File: config.mk
export PLATFORM = sky130hd
export DESIGN_NAME = nst_sequencer
export DESIGN_NICKNAME = d
export VERILOG_FILES = /design/src/rtl/nst_pkg.sv /design/src/rtl/nst_sequencer.sv /design/src/rtl/nst_op_clk_div.sv
export VERILOG_INCLUDE_DIRS = /design/src /design/src/rtl
export SDC_FILE = /design/constraint.sdc
export NUM_CORES = 1
export LEC_CHECK = 0
export ABC_AREA = 1
export BUFFER_PORTS_ARGS = -buffer_cell sky130_fd_sc_hd__buf_2
export CELL_PAD_IN_SITES_DETAIL_PLACEMENT = 1
export CELL_PAD_IN_SITES_GLOBAL_PLACEMENT = 2
export CORE_UTILIZATION = 36
export DETAILED_ROUTE_END_ITERATION = 16
export PLACE_DENSITY_LB_ADDON = 0.1
export SLEW_MARGIN = 20
export SYNTH_ARGS = -nofsm -noshare
export SYNTH_HDL_FRONTEND = slang
export SYNTH_HIERARCHICAL = 1
export SYNTH_SLANG_ARGS = --single-unit
export TNS_END_PERCENT = 50
File: constraint.sdc
create_clock -name CLK_SYS_I -period 3.7 [get_ports CLK_SYS_I]
set_input_delay 0.37 -clock CLK_SYS_I [delete_from_list [all_inputs] [get_ports CLK_SYS_I]]
set_output_delay 0.37 -clock CLK_SYS_I [all_outputs]
set_load 0.01 [all_outputs]
File: src/rtl/nst_regs.svh
// timing counts and limits of the flash/eeprom command sequencer
`ifndef NST_REGS_SVH
`define NST_REGS_SVH

// ---------------------------------------------------------------
// programming times
// ---------------------------------------------------------------
`define NST_SWP_OP      9      // single word: operation-clock periods
`define NST_SWP_BUS     25     // single word: bus-clock periods
`define NST_BWP_OP      4      // consecutive burst word: operation-clock periods
`define NST_BWP_BUS     9      // consecutive burst word: bus-clock periods
`define NST_ROW_WORDS   64     // words in one flash row burst

// ---------------------------------------------------------------
// erase times
// ---------------------------------------------------------------
`define NST_ERA_OP      4000   // sector erase: operation-clock periods
`define NST_MASS_OP     20000  // mass erase: operation-clock periods

// ---------------------------------------------------------------
// blank check
// ---------------------------------------------------------------
`define NST_BLK_SETUP   10     // command setup in bus cycles
`define NST_FL_WORDS    65536  // words in the flash block
`define NST_EE_WORDS    2048   // words in the eeprom block

// ---------------------------------------------------------------
// command codes
// ---------------------------------------------------------------
`define NST_CMD_PROG    3'h1
`define NST_CMD_SECT    3'h2
`define NST_CMD_MASS    3'h3
`define NST_CMD_BLANK   3'h4

`endif

File: src/rtl/nst_pkg.sv
// types of the flash/eeprom command sequencer
package nst_pkg;

   // ------------------------------------------------------------
   // sequencer states, gray along idle-op-bus-setup-scan
   // ------------------------------------------------------------
   typedef enum logic [2:0] {
      NST_IDLE  = 3'h0,   // waiting for a queued command
      NST_OPW   = 3'h1,   // counting operation-clock periods
      NST_BUSW  = 3'h3,   // counting bus-clock periods
      NST_SETUP = 3'h2,   // blank check command setup
      NST_SCAN  = 3'h6    // blank check word scan
   } nst_state_t;

   // ------------------------------------------------------------
   // operation-clock divider state
   // ------------------------------------------------------------
   typedef struct packed {
      logic [7:0] cnt;    // oscillator ticks seen
      logic       tick;   // operation-clock enable
   } nst_div_t;

   // ------------------------------------------------------------
   // sequencer state
   // ------------------------------------------------------------
   typedef struct packed {
      nst_state_t  st;        // current phase
      logic [2:0]  cmd;       // running command
      logic        arr;       // running array, 1 = eeprom
      logic        q_valid;   // queue slot filled
      logic [2:0]  q_cmd;     // queued command
      logic        q_arr;     // queued array
      logic [14:0] op_cnt;    // operation periods left minus one
      logic [4:0]  bus_cnt;   // bus periods left minus one
      logic [15:0] addr;      // blank check word address
      logic [5:0]  row_cnt;   // words done in this row burst
      logic        burst;     // current word is a consecutive one
      logic        ready;     // queue slot free
      logic        busy;      // an operation runs
      logic        done;      // completion pulse
      logic        err;       // illegal command pulse
      logic        fail;      // last blank check found data
      logic        pe_inc;    // program/erase cycle pulse
      logic        pe_mass;   // cycle was a mass erase
   } nst_seq_t;

endpackage

File: src/rtl/nst_sequencer.sv
// program, erase and blank check sequencer for flash and eeprom
//
// Summary of operation
// - flash rows take up to 64 queued words
// - consecutive word: 4 op plus 9 bus
// - row equals one single then 63 consecutive
// - sector erase lasts 4000 operation periods
// - mass erase lasts 20000 operation periods
// - blank scan upward, stop at data, setup 10
// - flash check from 11 to 65546 cycles
// - eeprom check at most 2058 cycles
// - bursts for flash only, eeprom word-wise
// - each erase counts one program/erase cycle
// - single word: 9 op plus 25 bus
// - operation clock from per-array host divider
`timescale 1ns/1ns
`include "nst_regs.svh"
module nst_sequencer #(
   parameter int ERA_OP   = `NST_ERA_OP,    // sector erase periods
   parameter int MASS_OP  = `NST_MASS_OP,   // mass erase periods
   parameter int FL_WORDS = `NST_FL_WORDS,  // flash words checked
   parameter int EE_WORDS = `NST_EE_WORDS   // eeprom words checked
) (
   input  wire logic        CLK_SYS_I,         // bus clock, 250 MHz
   input  wire logic        RST_I,             // async reset, high
   input  wire logic        OSC_TICK_I,        // oscillator period enable
   input  wire logic [7:0]  FLASH_CLK_DIV_I,   // flash_clock_divider
   input  wire logic [7:0]  EEPROM_CLK_DIV_I,  // eeprom_clock_divider
   input  wire logic        CMD_VALID_I,       // command offered
   input  wire logic [2:0]  CMD_CODE_I,        // command code
   input  wire logic        CMD_ARRAY_I,       // 0 flash, 1 eeprom
   input  wire logic        WORD_BLANK_I,      // word at SCAN_ADDR_O erased
   output logic             CMD_READY_O,       // queue slot free
   output logic             BUSY_O,            // operation running
   output logic             DONE_O,            // completion pulse
   output logic             CMD_ERR_O,         // illegal command pulse
   output logic             BLANK_FAIL_O,      // last check found data
   output logic [15:0]      SCAN_ADDR_O,       // word under blank check
   output logic             SCAN_ARRAY_O,      // array under operation
   output logic             BURST_O,           // consecutive row word
   output logic             PE_INC_O,          // program/erase cycle pulse
   output logic             PE_MASS_O          // that cycle was a mass erase
);

   // ---------------------------------------------------------------
   // state and divider
   // ---------------------------------------------------------------
   nst_pkg::nst_seq_t s_ff;                   // registered state
   nst_pkg::nst_seq_t nxt_s;                  // next state
   logic              op_tick;                // operation-clock enable
   logic              div_clr;                // restart operation period
   logic [7:0]        div_sel;                // divider of running array

   // last blank check address of an array
   function automatic logic [15:0] last_word(input logic ee);
      last_word = ee ? 16'(EE_WORDS - 1) : 16'(FL_WORDS - 1);
   endfunction

   assign div_sel = s_ff.arr ? EEPROM_CLK_DIV_I : FLASH_CLK_DIV_I;

   nst_op_clk_div #(
      .DIV_W      (8)
   ) u_div (
      .clk_i      (CLK_SYS_I),
      .rst_i      (RST_I),
      .clr_i      (div_clr),
      .osc_tick_i (OSC_TICK_I),
      .div_i      (div_sel),
      .tick_o     (op_tick)
   );

   // ---------------------------------------------------------------
   // next state
   // ---------------------------------------------------------------
   always_comb begin
      logic pop;                               // queue entry consumed
      logic chain;                             // next row word follows
      pop       = 1'b0;
      chain     = 1'b0;
      nxt_s     = s_ff;
      nxt_s.done   = 1'b0;
      nxt_s.err    = 1'b0;
      nxt_s.pe_inc = 1'b0;
      div_clr   = 1'b0;
      // row continues while a flash program waits and the row has room
      chain = s_ff.q_valid && s_ff.q_cmd == `NST_CMD_PROG && !s_ff.q_arr
              && !s_ff.arr && s_ff.cmd == `NST_CMD_PROG
              && s_ff.row_cnt < 6'(`NST_ROW_WORDS - 1);
      unique case (s_ff.st)
         nst_pkg::NST_IDLE: begin
            if (s_ff.q_valid) begin            // start the queued command
               pop       = 1'b1;
               div_clr   = 1'b1;
               nxt_s.cmd = s_ff.q_cmd;
               nxt_s.arr = s_ff.q_arr;
               nxt_s.burst   = 1'b0;
               nxt_s.row_cnt = '0;
               nxt_s.addr    = '0;
               case (s_ff.q_cmd)
                  `NST_CMD_PROG: begin         // first word of any row
                     nxt_s.st     = nst_pkg::NST_OPW;
                     nxt_s.op_cnt = 15'(`NST_SWP_OP - 1);
                  end
                  `NST_CMD_SECT: begin
                     nxt_s.st     = nst_pkg::NST_OPW;
                     nxt_s.op_cnt = 15'(ERA_OP - 1);
                  end
                  `NST_CMD_MASS: begin
                     nxt_s.st     = nst_pkg::NST_OPW;
                     nxt_s.op_cnt = 15'(MASS_OP - 1);
                  end
                  `NST_CMD_BLANK: begin
                     nxt_s.st      = nst_pkg::NST_SETUP;
                     nxt_s.bus_cnt = 5'(`NST_BLK_SETUP - 1);
                  end
                  default: begin               // unknown code is dropped
                     nxt_s.err = 1'b1;
                  end
               endcase
            end
         end
         nst_pkg::NST_OPW: begin
            if (op_tick) begin
               if (s_ff.op_cnt == '0) begin
                  if (s_ff.cmd == `NST_CMD_PROG) begin         // bus part follows
                     nxt_s.st      = nst_pkg::NST_BUSW;
                     nxt_s.bus_cnt = s_ff.burst ? 5'(`NST_BWP_BUS - 1)
                                                : 5'(`NST_SWP_BUS - 1);
                  end else begin               // erase finished
                     nxt_s.st      = nst_pkg::NST_IDLE;
                     nxt_s.done    = 1'b1;
                     nxt_s.pe_inc  = 1'b1;
                     nxt_s.pe_mass = s_ff.cmd == `NST_CMD_MASS;
                  end
               end else begin
                  nxt_s.op_cnt = s_ff.op_cnt - 15'h0001;
               end
            end
         end
         nst_pkg::NST_BUSW: begin
            if (s_ff.bus_cnt == '0) begin      // word programmed
               nxt_s.done = 1'b1;
               if (chain) begin                // pipelined next word
                  pop           = 1'b1;
                  div_clr       = 1'b1;
                  nxt_s.st      = nst_pkg::NST_OPW;
                  nxt_s.burst   = 1'b1;
                  nxt_s.row_cnt = s_ff.row_cnt + 6'h01;
                  nxt_s.op_cnt  = 15'(`NST_BWP_OP - 1);
               end else begin
                  nxt_s.st    = nst_pkg::NST_IDLE;
                  nxt_s.burst = 1'b0;
               end
            end else begin
               nxt_s.bus_cnt = s_ff.bus_cnt - 5'h01;
            end
         end
         nst_pkg::NST_SETUP: begin
            if (s_ff.bus_cnt == '0) begin
               nxt_s.st = nst_pkg::NST_SCAN;
            end else begin
               nxt_s.bus_cnt = s_ff.bus_cnt - 5'h01;
            end
         end
         nst_pkg::NST_SCAN: begin              // one word per bus cycle
            if (!WORD_BLANK_I) begin           // first data word ends it
               nxt_s.st   = nst_pkg::NST_IDLE;
               nxt_s.fail = 1'b1;
               nxt_s.done = 1'b1;
            end else if (s_ff.addr == last_word(s_ff.arr)) begin
               nxt_s.st   = nst_pkg::NST_IDLE;
               nxt_s.fail = 1'b0;
               nxt_s.done = 1'b1;
            end else begin
               nxt_s.addr = s_ff.addr + 16'h0001;
            end
         end
         default: begin                        // illegal code recovers
            nxt_s.st = nst_pkg::NST_IDLE;
         end
      endcase
      // one-deep command queue keeps the pipeline filled
      if (pop) begin
         nxt_s.q_valid = 1'b0;
      end
      if (CMD_VALID_I && s_ff.ready) begin
         nxt_s.q_valid = 1'b1;
         nxt_s.q_cmd   = CMD_CODE_I;
         nxt_s.q_arr   = CMD_ARRAY_I;
      end
      nxt_s.ready = !nxt_s.q_valid;
      nxt_s.busy  = nxt_s.st != nst_pkg::NST_IDLE;
   end

   // ---------------------------------------------------------------
   // state register
   // ---------------------------------------------------------------
   always_ff @(posedge CLK_SYS_I or posedge RST_I) begin
      if (RST_I) begin
         s_ff       <= '0;
         s_ff.st    <= nst_pkg::NST_IDLE;
         s_ff.ready <= 1'b1;
      end else begin
         s_ff <= nxt_s;
      end
   end

   // ---------------------------------------------------------------
   // outputs
   // ---------------------------------------------------------------
   assign CMD_READY_O  = s_ff.ready;
   assign BUSY_O       = s_ff.busy;
   assign DONE_O       = s_ff.done;
   assign CMD_ERR_O    = s_ff.err;
   assign BLANK_FAIL_O = s_ff.fail;
   assign SCAN_ADDR_O  = s_ff.addr;
   assign SCAN_ARRAY_O = s_ff.arr;
   assign BURST_O      = s_ff.burst;
   assign PE_INC_O     = s_ff.pe_inc;
   assign PE_MASS_O    = s_ff.pe_mass;
endmodule

File: src/rtl/nst_op_clk_div.sv
// operation-clock enable divider fed by oscillator ticks
`timescale 1ns/1ns
module nst_op_clk_div #(
   parameter int DIV_W = 8                  // divider value width
) (
   input  wire logic             clk_i,      // bus clock
   input  wire logic             rst_i,      // async reset, high
   input  wire logic             clr_i,      // restart the period
   input  wire logic             osc_tick_i, // one oscillator period
   input  wire logic [DIV_W-1:0] div_i,      // period is div_i+1 ticks
   output logic                  tick_o      // operation-clock enable
);

   nst_pkg::nst_div_t div_ff;               // registered state
   nst_pkg::nst_div_t nxt_div;              // next state

   // ------------------------------------------------------------
   // count oscillator ticks, pulse at the period end
   // ------------------------------------------------------------
   always_comb begin
      nxt_div      = div_ff;
      nxt_div.tick = 1'b0;
      if (clr_i) begin                      // fresh period for new command
         nxt_div.cnt = '0;
      end else if (osc_tick_i) begin
         if (div_ff.cnt >= div_i[7:0]) begin  // period complete
            nxt_div.cnt  = '0;
            nxt_div.tick = 1'b1;
         end else begin
            nxt_div.cnt = div_ff.cnt + 8'h01;
         end
      end
   end

   // ------------------------------------------------------------
   // state register
   // ------------------------------------------------------------
   always_ff @(posedge clk_i or posedge rst_i) begin
      if (rst_i) begin
         div_ff <= '0;
      end else begin
         div_ff <= nxt_div;
      end
   end

   assign tick_o = div_ff.tick;

endmodule

* After elaboration in Yosys (flattened, before gate mapping) *
Cells that the tools add are included.

word-level totals
  latch bits = 0
  memory bits (writable) = 0
  memory bits (read-only) = 0
  input bits = 25
  register bits after elaboration = 71
  output and inout bits = 25
  memories = 0

cells by class
  multiplexer cells = 59
  reductions and logical operators = 29
  divide/modulo/power cells = 0
  multiply operators = 0
  equality and inequality tests = 24
  shift-type cells = 0
  order comparisons = 2
  bitwise logic cells = 1
  add/subtract/negate cells = 5

operators by type and width
  kind                     count
  $pmux W15 S3             2
  $mux W16                 3
  $mux W15                 3
  $mux W43                 1
  $pmux W16 S2             1
  $mux W5                  6
  $mux W8                  3
  $mux W20                 1
  $mux W1                  18
  $mux W3                  6
  $ne A2 B2 Y1 const B     9
  $add A16 B1 Y16 const B  1
  $eq A16 B16 Y1           1
  $eq A3 B2 Y1 const B     5
  $logic_not A15 Y1        1
  $pmux W3 S5              1
  $pmux W5 S3              1
  $sub A15 B1 Y15 const B  1
  $mux W7                  2
  $pmux W7 S2              1
  $reduce_and A7 Y1        2
  $reduce_and A4 Y1        3
  $mux W2                  5
  $eq A3 B1 Y1 const B     3
  other kinds (25)         40

* Depth between registers and ports, before layout *
Gate-level depths: netlist of run 1.

  word-level depth = 12
  mapped depth = 14
  depth with buffers taken out = 14

* Modules after synthesis *
Netlist of run 1, hierarchy kept.

by module, submodules not included
  module          area an instance (µm²)  sequential area each (µm²)  instances  cells each
  nst_sequencer   3938.8                  1552.7                      1          563
  nst_op_clk_div  748.2                   225.2                       1          111

* Worst setup path before layout of run 1 *
No wires, ideal clock.

  path kind = reg2reg
  start point = register s_ff (netlist bit SCAN_ARRAY_O)
  end point = register u_div.div_ff (netlist bit u_div/tick_o)
  cell stages (with the launch flop) = 14
  clock period less this slack = 1.716 ns
  library setup time = 0.113 ns
  required time = 3.587 ns
  arrival time = 1.603 ns
  path slack = 1.984 ns
  cell sequence = dfrtp_1 > buf_2 > nand2_1 > nand2_1 > inv_1 > ha_1 > nand2_1 > inv_1 > nor2_1 > o21a_1 > buf_2 > nand2_1 > nand2_1 > inv_1

RTL lines
  what                    RTL line              text
  start, declared         nst_sequencer.sv:48   nst_pkg::nst_seq_t s_ff;
  start signal, assigned  nst_sequencer.sv:204  s_ff <= nxt_s;
  end signal, assigned    nst_op_clk_div.sv:42  div_ff <= nxt_div;
  end, declared           nst_op_clk_div.sv:14  nst_pkg::nst_div_t div_ff;

* Worst setup path in the final report of run 1 *
  start point = register s_ff[60] (netlist bit)
  end point = register s_ff (netlist bit SCAN_ADDR_O[2])

between the ends
  word-level cells in the longest chain between the ends = 3
  elaborated cells on any way between the ends = 8
  classes of those cells = 4 x eq/ne; 1 x mux; 3 x reduce/logical

ends and longest elaborated chain
  what                                                                        RTL line             text
  $eq A3 B3 Y1 / $logic_not A3 Y1 (equally long branches)                     nst_sequencer.sv:89  unique case (s_ff.st)
  $ne A2 B2 Y1 (no source line) / $reduce_bool A2 Y1 (equally long branches)  -
  $reduce_and A4 Y1 (no source line)                                          -

Several ways; a longest one is shown, not always the timed one.
A chain may end at the register's enable or synchronous reset.

==> summary.txt, run 1 <==
Yosys
  – Number of synthesized flops with an enable pin: 0
  – Synthesized instance count: roughly 670
  – Top cells by area, synth: dfrtp_1, nand2_1, nand3_1
  – Synth top area share: 0.374
  – Ys Warns: 6
  – Mapped cell area: roughly 4700 µm²
  – Syn Area/Cell: roughly 7.0 µm²
  – Top FF cell, synth: dfrtp_1
  – Yosys cell types: 34
  – Yosys top cell by area: dfrtp_1
  – Synth cell count leaders: nand2_1, nor2_1, dfrtp_1, nand3_1, inv_1
  – Yosys reg bits: 71
  – Async S/R FF share, synth: 1.00
  – Count leader, synth: nand2_1
  – Syn nets: approximately 710
  – Sequential cell area fraction in the yosys report: 0.379

Global routing
  – First-pass GRT wire length: 21500 µm
  – Met3 Track Usage GR: 0.0337
  – Total track usage: 0.206
  – Initial antenna violation count: 0
  – GR Layer Usage met2: 0.346
  – Largest net degree at the start of global routing: between 40 and 50
  – Met1 global-route usage: 0.279
  – Total global routing overflow: 0
  – Busiest layer in global routing: met2
  – Number of global-route vias before repair: roughly 4300

Clocking
  – Skew-Pair Late Insertion Delay: around 0.33 ns
  – H-tree Lvls: 3
  – Root buffer cell: clkbuf_16
  – Clk sinks: 71
  – Clock Tree Buf Depth: 2
  – TritonCTS buffer count: 9
  – CTS clk-pin slew, worst paths: ~0.06 ns
  – Cts repair resizes: 0
  – Setup bufs post-CTS: 0
  – Hold_buf cts: 0
  – CTS tree: done

Routing
  – DRC: 0
  – First-pass iteration count of the detailed router: 4
  – DR iter-0 viols: 197
  – Via density: 4.91
  – Drt wl/cell: around 14 µm
  – Via count: between 4000 and 5000
  – Routed Antenna Nets: 0
  – WL final: around 13000 µm

Placement
  – HPWL after DPL: about 9600 µm
  – I/O Buffers: between 40 and 50
  – Placed Cells: roughly 870
  – Place WS: approximately 1.2 ns
  – Final Wtd Congestion: roughly 0.78
  – Area after DPL: approximately 4900 µm²

Cells and area
  – Fin cells: between 800 and 900
  – Fill cell count: 1671
  – Core Util, Final: 0.421
  – Share of layout cells above drive strength 1: 0.124
  – Final Instance Area: about 5300 µm²
  – Nets: between 700 and 800
  – Area growth syn-to-layout: 13.9%
  – Ant diodes: 0

Run
  – Total of max-cap violations: 0

Setup path
  – R2R Path Start: s_ff[60]
  – CP Max Fanout: 20
  – Crit path kind: reg2reg
  – Startpoint types: flop
  – CP required: a little under 4 ns
  – Arr. time, crit path: around 2.7 ns
  – Crit. Startpoint: s_ff[60]
  – R2R setup slack: ~1.3 ns
  – CP endpoint kind: flop

Timing
  – Final setup viols: 0
  – Ratio of final minimum period to clock period: 0.661
  – Slew Limit Fails: 0
  – Clk_skew: 0.00479 ns
  – Worst-Margin Slew: 0.896 ns
  – Fmax: just over 0.4 GHz
  – Final min period: roughly 2.4 ns
  – Hold slack final: approximately 0.022 ns
  – Final worst slack: between 1 and 1.5 ns
  – Unrepaired setup endpoints after global routing: false
  – Final hold vios: 0
  – Max transition margin: 0.401
  – Fin Setup TNS: 0 ns

Floorplan
  – Core Footprint: 12700 µm²
  – Core Rows: 41
  – Die area: roughly 13000 µm²
  – Die height: ~120 µm
  – Die X: roughly 120 µm
  – Starting Density: 0.370
  – IO Count: 50

Pwr
  – Cell area power density: roughly 750 nW/µm²
  – Peak supply drop: between 0.3 and 0.4 mV
  – Leakage: 2.85 nW
  – Total power: between 4 and 5 mW

Min path
  – HP Class: in2async

Outcome
  – Status: completed
-- cells by family after synthesis --
group / after synthesis / share of synthesized area
flops: 71 / 0.379
simple gates: 418 / 0.378
xor+xnor: 23 / 0.0430
fa+ha+maj: 15 / 0.0400
buf+inv: 103 / 0.106
compound gates: 44 / 0.0542
-- cells in the final DEF, fill, tap and decap left out, drive strengths merged --
master | Yosys | routed
inv | 70 | 70
o21a | 2 | 2
o21bai | 3 | 3
o21ai | 21 | 21
or2 | 2 | 2
clkinv | 4 | 5
nand4 | 16 | 16
and2 | 1 | 1
ha | 15 | 15
xor2 | 15 | 15
o22ai | 4 | 4
nor2 | 86 | 86
dfstp | 1 | 1
nand2 | 238 | 238
clkbuf | 1 | 10
buf | 28 | 51
nor3 | 2 | 2
o211ai | 4 | 4
xnor2 | 8 | 8
dfrtp | 70 | 70
nand3b | 1 | 1
o31ai | 1 | 1
a21oi | 9 | 9
nand3 | 72 | 72
bufinv | 0 | 5
-- worst max-delay path: stages (launching register included) --
cell and delay, ns:
dfrtp_1 0.49, nand3_1 0.56, inv_1 0.30, nand3_2 0.40, nand2_2 0.42, nand2_1 0.11, nand2_1 0.08
-- final cells by class --
type                            count  area, µm²  area share
Multi-Input combinational cell    500       2410       0.452
Timing Repair Buffer               51        260      0.0487
Tap cell                          172        215      0.0403
Clock buffer                       10        239      0.0448
Sequential cell                    71       1780       0.333
Clock inverter                      6        155      0.0291
Inverter                           74        278      0.0520
-- registers in the layout (all words and copies together), names as in the netlist --
name,flops
BUSY_O,1
CMD_ERR_O,1
u_div/tick_o,1
BURST_O,1
u_div/div_ff,8
CMD_READY_O,1
s_ff,37
BLANK_FAIL_O,1
SCAN_ARRAY_O,1
DONE_O,1
PE_MASS_O,1
SCAN_ADDR_O,16
PE_INC_O,1
-- power breakdown --
group | internal, mW | total [mW] | switching (mW)
clock | 0.812 | 1.14 | 0.331
combinational | 0.530 | 1.68 | 1.15
sequential | 0.978 | 1.21 | 0.232
total | 2.32 | 4.03 | 1.71
-- routing by layer --
metal,share of wire,vias to the layer above
li1,-,2184
met1,0.49,2095
met2,0.47,47
met3,0.023,15
met4,0.010,0
met5,0,-
-- final timing paths --
check                                   to  cells after the start
min in group CLK_SYS_I            s_ff[51]                      3
min reg2reg                   BLANK_FAIL_O                      2
max in group asynchronous         s_ff[48]                      3
min                        u_div/div_ff[7]                      2
max reg2reg                 SCAN_ADDR_O[2]                      6
max                         SCAN_ADDR_O[2]                      6
Power figures use the tool's default switching activity.
==> run 2: changes to the inputs <==
ABC_AREA = 0   (was 1)
CORE_UTILIZATION = 33   (was 36)
clock period = 2.2 ns   (was 3.7 ns; I/O delays follow)
==> summary.txt, run 2 <==
Outcome
  – Status: finished with violations
  – Failing checks: negative setup slack

Timing
  – Max transition margin: 0.693
  – Clk_skew: 0.00865 ns
  – Unrepaired setup endpoints after global routing: true
  – Final worst slack: -0.0336 ns
  – Worst-Margin Slew: between 0.4 and 0.5 ns
  – Final min period: between 2 and 2.5 ns
  – Fmax: about 0.45 GHz
  – Slew Limit Fails: 0
  – Final setup viols: 7
  – Ratio of final minimum period to clock period: 1.02
  – Final hold vios: 0

Yosys
  – Yosys reg bits: 71
  – Yosys top cell by area: dfrtp_1
  – Ys Warns: 6
  – Top FF cell, synth: dfrtp_1
  – Synth top area share: 0.392
  – Async S/R FF share, synth: 1.00
  – Number of synthesized flops with an enable pin: 0
  – Top cells by area, synth: dfrtp_1, ha_1, nand2_1
  – Sequential cell area fraction in the yosys report: 0.398
  – Synth cell count leaders: dfrtp_1, nand2_1, nor2_1, inv_1, nand3_1
  – Synthesized instance count: around 480
  – Count leader, synth: dfrtp_1
  – Yosys cell types: around 70
  – Syn nets: 522
  – Mapped cell area: roughly 4500 µm²
  – Syn Area/Cell: ~9.3 µm²

Cells and area
  – Area growth syn-to-layout: 32.0%
  – Fin cells: around 760
  – Most frequent cells in the layout: dfrtp_1, buf_4, buf_2
  – Max FFs per register: 37
  – Ant diodes: 0
  – Biggest register: s_ff
  – Commonest non-fill, non-tap cell in the layout: dfrtp_1
  – Share of layout cells above drive strength 1: 0.353
  – Core Util, Final: 0.447
  – Nets: 621

Routing
  – Via density: 5.38
  – Routed Antenna Nets: 0
  – DRC: 0
  – WL final: 13700 µm
  – DR iter-0 viols: approximately 170
  – First-pass iteration count of the detailed router: 4
  – Drt wl/cell: between 15 and 20 µm
  – Via count: 4099

Floorplan
  – Die height: about 120 µm
  – Die X: 118 µm
  – IO Count: 50
  – Die area: 14000 µm²
  – Starting Density: 0.338
  – Core Footprint: ~13000 µm²
  – Core Rows: 42

Min path
  – HP Class: in2reg

Clocking
  – CTS clk-pin slew, worst paths: ~0.060 ns
  – Clk sinks: 71
  – Root buffer cell: clkbuf_16
  – TritonCTS buffer count: 9
  – H-tree Lvls: 3
  – Clock Tree Buf Depth: 2
  – Skew-Pair Late Insertion Delay: around 0.34 ns
  – CTS tree: done

Setup path
  – CP endpoint kind: flop
  – Arr. time, crit path: approximately 2.5 ns
  – CP Max Fanout: 3
  – CP required: 2.47 ns
  – Startpoint types: flop
  – Crit path kind: reg2reg

Global routing
  – Largest net degree at the start of global routing: 63
  – Total global routing overflow: 0
  – First-pass GRT wire length: about 23000 µm
  – Number of global-route vias before repair: around 4300
  – Initial antenna violation count: 0
  – Total track usage: 0.210

Pwr
  – Total power: around 7.4 mW
  – Cell area power density: roughly 1300 nW/µm²
  – Leakage: approximately 2.7 nW
  – Peak supply drop: 0.458 mV

Placement
  – Final Wtd Congestion: ~0.8
  – HPWL after DPL: 9930 µm
  – Placed Cells: 743
  – I/O Buffers: 49

Run
  – Total of max-cap violations: 0
[run 2: changes by cell type after synthesis, moves of 7 or more]
| cell | change |
|---|---|
| nand2_1 | -183 |
| nor2_1 | -51 |
| nand3_1 | -45 |
| inv_1 | -42 |
| xor2_1 | -15 |
| mux2_2 | +13 |
| a22o_1 | +12 |
| a21oi_1 | +10 |
| clkbuf_1 | +10 |
| nor3_1 | +9 |
| o211ai_1 | +9 |
| mux2i_1 | +8 |
| nand2b_1 | +7 |
[run 2: cell families (layout without fill, tap and decap cells)]
logic type | count (synthesis) | after routing | synth area share
AND/OR/NAND/NOR | 188 | 188 | 0.226
flip-flops | 71 | 71 | 0.398
multiplexers | 22 | 22 | 0.0533
AO/OA/AOI/OAI | 122 | 122 | 0.205
adder cells (fa/ha/maj) | 15 | 15 | 0.0421
buffers and inverters | 60 | 164 | 0.0670
XOR/XNOR | 4 | 4 | 0.00785
[run 2: cell type report]
| type | instances | area (µm²) |
|---|---|---|
| Fill cell | 1535 | 7300 |
| Multi-Input combinational cell | 351 | 2670 |
| Sequential cell | 71 | 1780 |
| Timing Repair Buffer | 122 | 836 |
| Clock buffer | 10 | 239 |
| Tap cell | 176 | 220 |
| Inverter | 26 | 100 |
| Clock inverter | 6 | 45.0 |
[run 2: per-layer routing]
metal,global-route usage,part of all wire,routed length [µm]
met3,0.0270,0.026,359
met5,0,0,0
met4,0.0745,0.014,195
met1,0.293,0.49,6740
met2,0.333,0.47,6360
[run 2: stage by stage]
step	worst slack (ns)	hold slack, ns	TNS (ns)	instance area [µm²]
6_report	-0.0336	0.111	-0.124	5890
5_1_grt	-0.120	0.113	-0.784	5890
4_1_cts	-0.0255	0.0955	-0.124	5790
3_5_place_dp	-0.207	0.218	-3.25	5310
3_3_place_gp	-0.195	0.225	-1.54	5310
2_1_floorplan	-0.0355	0.0479	-0.0355	4510
[run 2: what timing repair did]
item / CTS / global route
buffers inserted: 2 / 0
setup endpoints to repair: 39 / 35
endpoints found under the hold margin: 70 / 0
hold buffers: 1 / 0
resized for setup: 34 / 23
cloned: 0 / 0
pin swaps: 15 / 9
[run 2: path summary, 6_finish.rpt]
| kind | startpoint | end | slack (ns) | depth (start not counted) |
|---|---|---|---|---|
| max | SCAN_ARRAY_O | u_div/div_ff[1] | -0.03 | 7 |
| min | WORD_BLANK_I | BLANK_FAIL_O | 0.11 | 2 |
| max reg2reg | SCAN_ARRAY_O | u_div/div_ff[1] | -0.03 | 7 |
| min reg2reg | s_ff[58] | s_ff[58] | 0.50 | 2 |
| max in group asynchronous | RST_I | SCAN_ARRAY_O | 1.39 | 4 |
| min in group asynchronous | RST_I | u_div/div_ff[6] | 0.40 | 3 |
[run 2: worst max-delay path, cell delays in order, from the launching register on]
cell and delay [ns]:
dfrtp_2 0.45, mux2_4 0.33, ha_4 0.21, nand2b_4 0.14
a2111oi_4 0.45, o31ai_4 0.13, or3_4 0.34, a21oi_2 0.11
[run 2: power breakdown]
part | internal [mW] | switching (mW) | leakage (nW)
clock | 0.799 | 0.595 | 0.143
sequential | 1.63 | 0.402 | 0.927
combinational | 1.84 | 2.12 | 1.64
total | 4.27 | 3.11 | 2.71
